**src/sccc_defs.vh**
```
// constants for the serial to bus converter configuration block
`ifndef SCCC_DEFS_VH
`define SCCC_DEFS_VH
`define SCCC_ADDR_W 12
`define SCCC_OFF_CTRL 12'h000
`define SCCC_OFF_BAUD 12'h004
`define SCCC_OFF_BUSRATE 12'h008
`define SCCC_OFF_TXID 12'h00c
`define SCCC_OFF_ACC 12'h010
`define SCCC_OFF_MASK 12'h014
`define SCCC_OFF_MARK 12'h018
`define SCCC_OFF_STATUS 12'h01c
`define SCCC_OFF_COMMIT 12'h020
`define SCCC_MODE_PLAIN 2'h0
`define SCCC_MODE_MARK 2'h1
`define SCCC_MODE_MODBUS 2'h2
`define SCCC_CTRL_MODE_LO 0
`define SCCC_CTRL_MODE_HI 1
`define SCCC_CTRL_INFO 2
`define SCCC_CTRL_IDENT 3
`define SCCC_CTRL_EXT 4
`define SCCC_CTRL_CMASK 5
`define SCCC_BAUD_MIN 32'd1200
`define SCCC_BAUD_MAX 32'd115200
`define SCCC_BAUD_DEF 32'd9600
`define SCCC_BUSRATE_MIN 32'd5000
`define SCCC_BUSRATE_MAX 32'd1000000
`define SCCC_BUSRATE_DEF 32'd125000
`define SCCC_CTRL_DEF 6'h00
`define SCCC_STD_MASK 32'h000007ff
`define SCCC_EXT_MASK 32'h1fffffff
`define SCCC_IDENT_BYTES 3'h4
`define SCCC_MARK_DEF 8'h14
`define SCCC_LED_MS 32'd50
`define SCCC_CLK_KHZ 32'd250000
`define SCCC_STRAP_WAIT 2'h2
`define SCCC_MODE_BAD 2'h3
`define SCCC_COMMIT_BIT 0
`define SCCC_MARK_START_HI 3
`define SCCC_MARK_LEN_LO 4
`define SCCC_MARK_LEN_HI 7
`endif

```
**src/sccc_top.v**
```verilog
// configuration, framing, identifier, filter and indicator logic of the converter
//
// Chosen here: register access over APB and the address map.
`timescale 1ns/1ps
`default_nettype none
`include "sccc_defs.vh"
module sccc_top #(
  parameter [31:0] LED_CYCLES = `SCCC_LED_MS * `SCCC_CLK_KHZ
) (
  input wire pclk,
  input wire presetn,
  input wire psel,
  input wire penable,
  input wire pwrite,
  input wire [11:0] paddr,
  input wire [31:0] pwdata,
  output reg [31:0] prdata,
  output wire pready,
  output wire pslverr,
  input wire config_strap_n,
  input wire serial_tx_event,
  input wire serial_rx_event,
  input wire bus_tx_event,
  input wire bus_rx_event,
  input wire [31:0] rx_ident,
  input wire rx_ident_valid,
  input wire [7:0] rx_frame_info,
  input wire [7:0] mark_frame_byte,
  input wire mark_frame_valid,
  input wire mark_frame_start,
  output reg rx_accept,
  output reg rx_reject,
  output reg [1:0] conv_mode,
  output reg emit_info,
  output reg emit_ident,
  output reg [2:0] header_len,
  output reg [7:0] header_info,
  output reg ext_frame,
  output reg [31:0] tx_ident,
  output reg [31:0] serial_baud,
  output reg [31:0] bus_rate,
  output reg config_mode,
  output wire power_indicator,
  output wire serial_tx_indicator,
  output wire serial_rx_indicator,
  output wire bus_tx_indicator,
  output wire bus_rx_indicator
);
  // shadow (being edited) and active sets
  reg [5:0] sh_ctrl;
  reg [31:0] sh_baud;
  reg [31:0] sh_rate;
  reg [31:0] sh_txid;
  reg [31:0] sh_acc;
  reg [31:0] sh_mask;
  reg [7:0] sh_mark;
  reg [5:0] ctrl;
  reg [31:0] acceptance_code;
  reg [31:0] fmask;
  reg [31:0] fixed_id;
  reg [7:0] mark_cfg;
  reg stored;
  reg strap_s1;
  reg strap_s2;
  reg strap_done;
  reg [1:0] strap_wait;
  reg [31:0] mark_id;
  reg [3:0] mark_pos;
  wire [7:0] ident_byte_0;
  wire [7:0] ident_byte_1;
  wire [7:0] ident_byte_2;
  wire [7:0] ident_byte_3;
  wire [7:0] acceptance_byte_0;
  wire [7:0] acceptance_byte_1;
  wire [7:0] acceptance_byte_2;
  wire [7:0] acceptance_byte_3;
  wire [3:0] act_in;
  wire [3:0] act_led;
  wire acc_en;
  wire wr_en;
  wire [31:0] id_keep;
  wire [31:0] eff_mask;
  wire [3:0] mark_start;
  wire [3:0] mark_len;
  wire [31:0] next_mark_id;
  wire [31:0] pick_id;
  wire [4:0] mark_end;
  wire mark_hit;
  wire plain_mode;
  wire mark_mode;
  wire commit_en;
  wire rd_en;
  wire ctrl_ok;
  wire baud_ok;
  wire rate_ok;
  wire [31:0] id_diff;
  wire id_match;

  assign pready = 1'b1;
  assign pslverr = 1'b0;
  assign acc_en = psel & penable;
  assign wr_en = acc_en & pwrite & config_mode;
  assign power_indicator = presetn;
  assign commit_en = wr_en & (paddr == `SCCC_OFF_COMMIT) & pwdata[`SCCC_COMMIT_BIT];
  assign rd_en = psel & ~penable & ~pwrite;
  // refused values leave the shadow copy untouched
  assign ctrl_ok = (pwdata[`SCCC_CTRL_MODE_HI:`SCCC_CTRL_MODE_LO] != `SCCC_MODE_BAD);
  assign baud_ok = (pwdata >= `SCCC_BAUD_MIN) && (pwdata <= `SCCC_BAUD_MAX);
  assign rate_ok = (pwdata >= `SCCC_BUSRATE_MIN) && (pwdata <= `SCCC_BUSRATE_MAX);

  // identifier bytes, ident_byte_0 most significant
  assign ident_byte_0 = sh_txid[31:24];
  assign ident_byte_1 = sh_txid[23:16];
  assign ident_byte_2 = sh_txid[15:8];
  assign ident_byte_3 = sh_txid[7:0];
  assign acceptance_byte_0 = sh_acc[31:24];
  assign acceptance_byte_1 = sh_acc[23:16];
  assign acceptance_byte_2 = sh_acc[15:8];
  assign acceptance_byte_3 = sh_acc[7:0];

  // strap sync then one-shot capture after reset
  always @(posedge pclk or negedge presetn) begin
    if (!presetn) begin
      strap_s1 <= 1'b1;
      strap_s2 <= 1'b1;
      strap_done <= 1'b0;
      strap_wait <= 2'h0;
      config_mode <= 1'b0;
    end else begin
      strap_s1 <= config_strap_n;
      strap_s2 <= strap_s1;
      // capture only once the strap has crossed both sync stages
      if (!strap_done) begin
        if (strap_wait == `SCCC_STRAP_WAIT) begin
          strap_done <= 1'b1;
          config_mode <= ~strap_s2;
        end else begin
          strap_wait <= strap_wait + 2'h1;
        end
      end
    end
  end

  // shadow registers, writable only while configuring
  always @(posedge pclk or negedge presetn) begin
    if (!presetn) begin
      sh_ctrl <= `SCCC_CTRL_DEF;
      sh_baud <= `SCCC_BAUD_DEF;
      sh_rate <= `SCCC_BUSRATE_DEF;
      sh_txid <= 32'h00000000;
      sh_acc <= 32'h00000000;
      sh_mask <= 32'h00000000;
      sh_mark <= `SCCC_MARK_DEF;
    end else if (wr_en) begin
      case (paddr)
        `SCCC_OFF_CTRL: begin
          if (ctrl_ok) begin
            sh_ctrl <= pwdata[`SCCC_CTRL_CMASK:0];
          end
        end
        `SCCC_OFF_BAUD: begin
          if (baud_ok) begin
            sh_baud <= pwdata;
          end
        end
        `SCCC_OFF_BUSRATE: begin
          if (rate_ok) begin
            sh_rate <= pwdata;
          end
        end
        `SCCC_OFF_TXID: sh_txid <= pwdata;
        `SCCC_OFF_ACC: sh_acc <= pwdata;
        `SCCC_OFF_MASK: sh_mask <= pwdata;
        `SCCC_OFF_MARK: sh_mark <= pwdata[7:0];
        default: sh_ctrl <= sh_ctrl;
      endcase
    end
  end

  // commit copies shadow to the active set; defaults until then
  always @(posedge pclk or negedge presetn) begin
    if (!presetn) begin
      stored <= 1'b0;
      ctrl <= `SCCC_CTRL_DEF;
      serial_baud <= `SCCC_BAUD_DEF;
      bus_rate <= `SCCC_BUSRATE_DEF;
      fixed_id <= 32'h00000000;
      acceptance_code <= 32'h00000000;
      fmask <= 32'h00000000;
      mark_cfg <= `SCCC_MARK_DEF;
    end else if (commit_en) begin
      stored <= 1'b1;
      ctrl <= sh_ctrl;
      serial_baud <= sh_baud;
      bus_rate <= sh_rate;
      fixed_id <= {ident_byte_0, ident_byte_1, ident_byte_2, ident_byte_3};
      acceptance_code <= {acceptance_byte_0, acceptance_byte_1,
                          acceptance_byte_2, acceptance_byte_3};
      fmask <= sh_mask;
      mark_cfg <= sh_mark;
    end
  end

  // register read back
  always @(posedge pclk or negedge presetn) begin
    if (!presetn) begin
      prdata <= 32'h00000000;
    end else if (rd_en) begin
      case (paddr)
        `SCCC_OFF_CTRL: prdata <= {26'h0, sh_ctrl};
        `SCCC_OFF_BAUD: prdata <= sh_baud;
        `SCCC_OFF_BUSRATE: prdata <= sh_rate;
        `SCCC_OFF_TXID: prdata <= sh_txid;
        `SCCC_OFF_ACC: prdata <= sh_acc;
        `SCCC_OFF_MASK: prdata <= sh_mask;
        `SCCC_OFF_MARK: prdata <= {24'h000000, sh_mark};
        // status: strap captured, set stored, configuration mode
        `SCCC_OFF_STATUS: prdata <= {29'h0, strap_done, stored, config_mode};
        default: prdata <= 32'h00000000;
      endcase
    end
  end

  // identifier truncation by frame type
  assign id_keep = ctrl[`SCCC_CTRL_EXT] ? `SCCC_EXT_MASK : `SCCC_STD_MASK;
  assign plain_mode = (ctrl[`SCCC_CTRL_MODE_HI:`SCCC_CTRL_MODE_LO] == `SCCC_MODE_PLAIN);
  assign mark_mode = (ctrl[`SCCC_CTRL_MODE_HI:`SCCC_CTRL_MODE_LO] == `SCCC_MODE_MARK);
  assign pick_id = mark_mode ? mark_id : fixed_id;
  // mask bit set means do not care; forced to zero without custom mask
  assign eff_mask = ctrl[`SCCC_CTRL_CMASK] ? fmask : 32'h00000000;
  // identifier compare, don't-care bits excluded
  assign id_diff = ((rx_ident & id_keep) ^ acceptance_code) & ~eff_mask;
  assign id_match = (id_diff == 32'h00000000);

  // address mark extraction: low nibble start offset, high nibble length
  assign mark_start = mark_cfg[`SCCC_MARK_START_HI:0];
  assign mark_len = mark_cfg[`SCCC_MARK_LEN_HI:`SCCC_MARK_LEN_LO];
  assign next_mark_id = {mark_id[23:0], mark_frame_byte};
  // window end kept one bit wider so start plus length cannot wrap
  assign mark_end = {1'b0, mark_start} + {1'b0, mark_len};
  assign mark_hit = (mark_pos >= mark_start) && ({1'b0, mark_pos} < mark_end);

  always @(posedge pclk or negedge presetn) begin
    if (!presetn) begin
      mark_id <= 32'h00000000;
      mark_pos <= 4'h0;
    end else if (mark_frame_valid) begin
      if (mark_frame_start) begin
        mark_pos <= 4'h1;
        if (mark_start == 4'h0 && mark_len != 4'h0) begin
          mark_id <= {24'h000000, mark_frame_byte};
        end else begin
          mark_id <= 32'h00000000;
        end
      end else begin
        if (mark_pos != 4'hf) begin
          mark_pos <= mark_pos + 4'h1;
        end
        if (mark_hit) begin
          mark_id <= next_mark_id;
        end
      end
    end
  end

  // configuration outputs and receive filter
  always @(posedge pclk or negedge presetn) begin
    if (!presetn) begin
      conv_mode <= `SCCC_MODE_PLAIN;
      emit_info <= 1'b0;
      emit_ident <= 1'b0;
      header_len <= 3'h0;
      header_info <= 8'h00;
      ext_frame <= 1'b0;
      tx_ident <= 32'h00000000;
      rx_accept <= 1'b0;
      rx_reject <= 1'b0;
    end else begin
      conv_mode <= ctrl[`SCCC_CTRL_MODE_HI:`SCCC_CTRL_MODE_LO];
      emit_info <= plain_mode & ctrl[`SCCC_CTRL_INFO];
      emit_ident <= plain_mode & ctrl[`SCCC_CTRL_IDENT];
      header_len <= {2'h0, emit_info} + (emit_ident ? `SCCC_IDENT_BYTES : 3'h0);
      header_info <= rx_frame_info;
      ext_frame <= ctrl[`SCCC_CTRL_EXT];
      tx_ident <= pick_id & id_keep;
      rx_accept <= rx_ident_valid & id_match;
      rx_reject <= rx_ident_valid & ~id_match;
    end
  end

  // activity indicators: synchronised, stretched, retriggered
  assign act_in = {bus_rx_event, bus_tx_event, serial_rx_event, serial_tx_event};
  genvar gi;
  generate
    for (gi = 0; gi < 4; gi = gi + 1) begin : g_led
      reg s1;
      reg s2;
      reg [31:0] cnt;
      always @(posedge pclk or negedge presetn) begin
        if (!presetn) begin
          s1 <= 1'b0;
          s2 <= 1'b0;
          cnt <= 32'h00000000;
        end else begin
          s1 <= act_in[gi];
          s2 <= s1;
          if (s2) begin
            cnt <= LED_CYCLES;
          end else if (cnt != 32'h00000000) begin
            cnt <= cnt - 32'h00000001;
          end
        end
      end
      assign act_led[gi] = (cnt != 32'h00000000);
    end
  endgenerate
  assign serial_tx_indicator = act_led[0];
  assign serial_rx_indicator = act_led[1];
  assign bus_tx_indicator = act_led[2];
  assign bus_rx_indicator = act_led[3];
endmodule
`default_nettype wire

```
**config.mk**
```make
export PLATFORM = sky130hd
export DESIGN_NAME = sccc_top
export DESIGN_NICKNAME = d
export VERILOG_FILES = /design/src/sccc_top.v
export VERILOG_INCLUDE_DIRS = /design/src
export SDC_FILE = /design/constraint.sdc
export NUM_CORES = 1
export LEC_CHECK = 0
export ABC_CLOCK_PERIOD_IN_PS = 2870
export BUFFER_PORTS_ARGS = -buffer_cell sky130_fd_sc_hd__buf_2
export CAP_MARGIN = 25
export CORE_MARGIN = 4
export CORE_UTILIZATION = 50
export CTS_CLUSTER_SIZE = 14
export DETAILED_ROUTE_END_ITERATION = 10
export HOLD_SLACK_MARGIN = 0.02
export PLACE_DENSITY_LB_ADDON = 0.3
export SYNTH_ARGS = -nofsm -noshare
export SYNTH_HDL_FRONTEND = slang
export SYNTH_SLANG_ARGS = --single-unit
```
**constraint.sdc**
```tcl
create_clock -name pclk -period 2.87 [get_ports pclk]
set_input_delay 0.287 -clock pclk [delete_from_list [all_inputs] [get_ports pclk]]
set_output_delay 0.287 -clock pclk [all_outputs]
set_load 0.02 [all_outputs]
```
==> results.tsv <==
metric	value	unit
outcome	finished clean	
cts.htree.levels	3	
clockRootBuffer	clkbuf_16	
drive_gt1_share	32.0	%
hold_violations	0	
clockBufferDepth	3	
die_y	235	um
cp-end-kind	primary output	
insertion_delay	0.58	ns
dp.cells	3017	
powerDensity	587	mW/mm^2
path_clk_slew	0.06	ns
peakVddDrop	0.380	mV
pin_count	259	
rows	83	
track_usage	23.7	%
cts_tree	built	
preCtsSetupSlack	0.131	ns
max_freq	360	MHz
die_w	235	um
rsz0062_at_grt	no	
synth_top_area_share	55.2	%
p_leak	14.8	nW
worst-path-buf-inv	2	
cts_buffers	66	
num_vias	18100	
syn2layout_area_growth	19.5	%
grt_max_degree	151	
timing.final.max_slew_violations	0	
synth_area	0.0259	mm^2
synth_edf_count	0	
async_reset_ff_share	100	%
cts.sinks	599	
gp_congestion	0.879	
critPathLaunchType	register	
skew	0.0140	ns
port_buffers	249	
final_common_cell	dfrtp_1	
fin_util	60.3	%
worst_slew_pin_slew	1.02	ns
yosys-top-cells-area	dfrtp_1, mux2_2, dfstp_2	
grt_pass1_vias	18600	
initial_utilization	50.4	%
critPathKind	reg2out	
postSynthCellCount	2122	
synth_cell_type_count	71	
maxCapViolations	0	
hold_ws	0.0742	ns
path_cells	or4_4, nor4b_4, and2_4, nand4_1, buf_4, buf_2	
yosysSeqAreaShare	58.1	%
slew_headroom	32.2	%
grt_pass1_wl	105	mm
seqPwrFrac	48.4	%
die-area	0.0554	mm^2
synth_seq_cells	599	
core	0.0513	mm^2
power.switching	4.25	mW
final_antenna_net_count	0	
final_cell_mix	dfrtp_1, mux2_2, buf_2, nand2_1, nor2_1	
syn_avg_cell_area	12.2	um^2
pwr-share-clk	45.3	%
grt_overflow	0	
drc	0	
cp_max_fo	5	
switching_share	23.4	%
worst_slack	0.0912	ns
wl_per_cell	21.1	um
synth_top_cell_by_area	dfrtp_1	
worstPathArrival	2.49	ns
drtPass1Iterations	5	
nFillCells	4108	
drtIter0Drc	1489	
fin_crit	2.78	ns
fin_cells	3174	
crit_path_top_delay_cell	or4_4	
drt-total-wl	66.9	mm
final_nets	2571	
p_int	13.9	mW
fin_crit_sh	96.8	%
antenna_found_initial	3	
crit_family	simple AND/OR/NAND/NOR gates	
required	2.58	ns
via_per_inst	5.70	
setup_viol	0	
hpwl	46.4	mm
cpPeakStageDelay	0.58	ns
yosys_warnings	0	
combPwrFrac	6.3	%
synth_top_flop_cell	dfrtp_1	
hold_path_class	in2reg	
## power by group through the flow
| stage | Sequential (mW) | Clock (mW) | Combinational (mW) |
|---|---|---|---|
| after floorplan | 8.90 | 0 | 0.559 |
| after global placement | 8.92 | 0 | 1.05 |
| after detailed placement | 8.93 | 0 | 1.09 |
| after CTS | 8.79 | 8.41 | 1.14 |
| after global routing | 8.81 | 8.76 | 1.27 |
| final | 8.79 | 8.22 | 1.14 |
## sequential cells by signal, summed over array words and instances, names as in the netlist, 4 cells and up
name and flops:
mark_pos 4, fmask 32, g_led.s2 4, g_led.s1 4, sh_acc 32, header_info 8
bus_rate 32, acceptance_code 32, sh_txid 32, mark_cfg 8, ctrl 6, g_led.cnt 128
serial_baud 32, prdata 32, sh_ctrl 6, tx_ident 29, sh_mask 32, sh_mark 8
mark_id 29, sh_baud 32, fixed_id 29, sh_rate 32
## synthesized netlist by cell type, drive strengths merged (16+ instances only)
cell type	instances
nand2b	43
a222oi	25
dfrtp	571
clkbuf	96
nor3	67
xor2	54
nor2	123
dfstp	28
a22oi	26
ha	21
nand3	30
nor4	42
a21o	26
a21boi	19
mux2	320
or4	19
a22o	30
inv	24
nor2b	34
nand2	158
a21oi	73
buf	16
o21ai	45
xnor2	75
or3	29
## cell type report
class	count	area [um^2]	share of cell area, %
Inverter	24	90.1	0.291
Clock buffer	100	1980	6.41
Multi-Input combinational cell	1391	10400	33.7
Antenna cell	4	10.0	0.0324
Sequential cell	599	15000	48.6
Tap cell	680	851	2.75
Clock inverter	14	125	0.405
Timing Repair Buffer	362	2400	7.77
## per-stage QoR
step	power (mW)	TNS, ns	instance area [um^2]
after CTS	18.3	-0.0139	30900
after floorplan	9.46	0	25900
after detailed placement	10.0	0	28400
final	18.2	0	30900
after global routing	18.8	0	30900
after global placement	9.97	0	28400
## layer usage
metal / vias to the layer above / routed length, um / part of all wire, % / global-route usage [%]
li1: 8199 / - / - / -
met1: 9264 / 28900 / 43 / 32.2
met2: 516 / 32300 / 48 / 39.0
met3: 93 / 4160 / 6.2 / 4.80
met4: 4 / 1430 / 2.1 / 7.14
met5: - / 21 / 0.031 / 0
## path summary, 6_finish.rpt
kind                       cells past startpoint               end             start  slack [ns]
min in group asynchronous                      2  g_led[1].cnt[14]           presetn        0.22
max reg2reg                                    6  g_led[1].cnt[19]   g_led[1].cnt[6]        0.12
max in group asynchronous                      3        sh_acc[15]           presetn        1.43
min reg2reg                                    0       g_led[0].s2       g_led[0].s1        0.35
max                                            6  bus_rx_indicator  g_led[3].cnt[14]        0.09
min                                            2        sh_txid[8]         pwdata[8]        0.07
## cell families (layout without fill, tap and decap cells)
family	after synthesis	after routing	share of synthesized area, %
AOI/OAI and AO/OA	288	288	7.66
xor gates and xnor gates	129	129	4.37
adders and majority gates	22	22	1.09
buffers and inverters	136	500	2.09
DFF	599	599	58.1
muxes	329	329	14.3
other	2	10	0.0290
and+or+nand+nor	617	617	12.3
## repair_timing
item                       CTS  global route
pin swaps                    3             2
setup buffers                1             0
setup endpoints to repair    2            32
hold endpoints to repair   106             0
gates resized for setup      6             6
hold buffers                38             0
(Power assumes the default switching activity.)
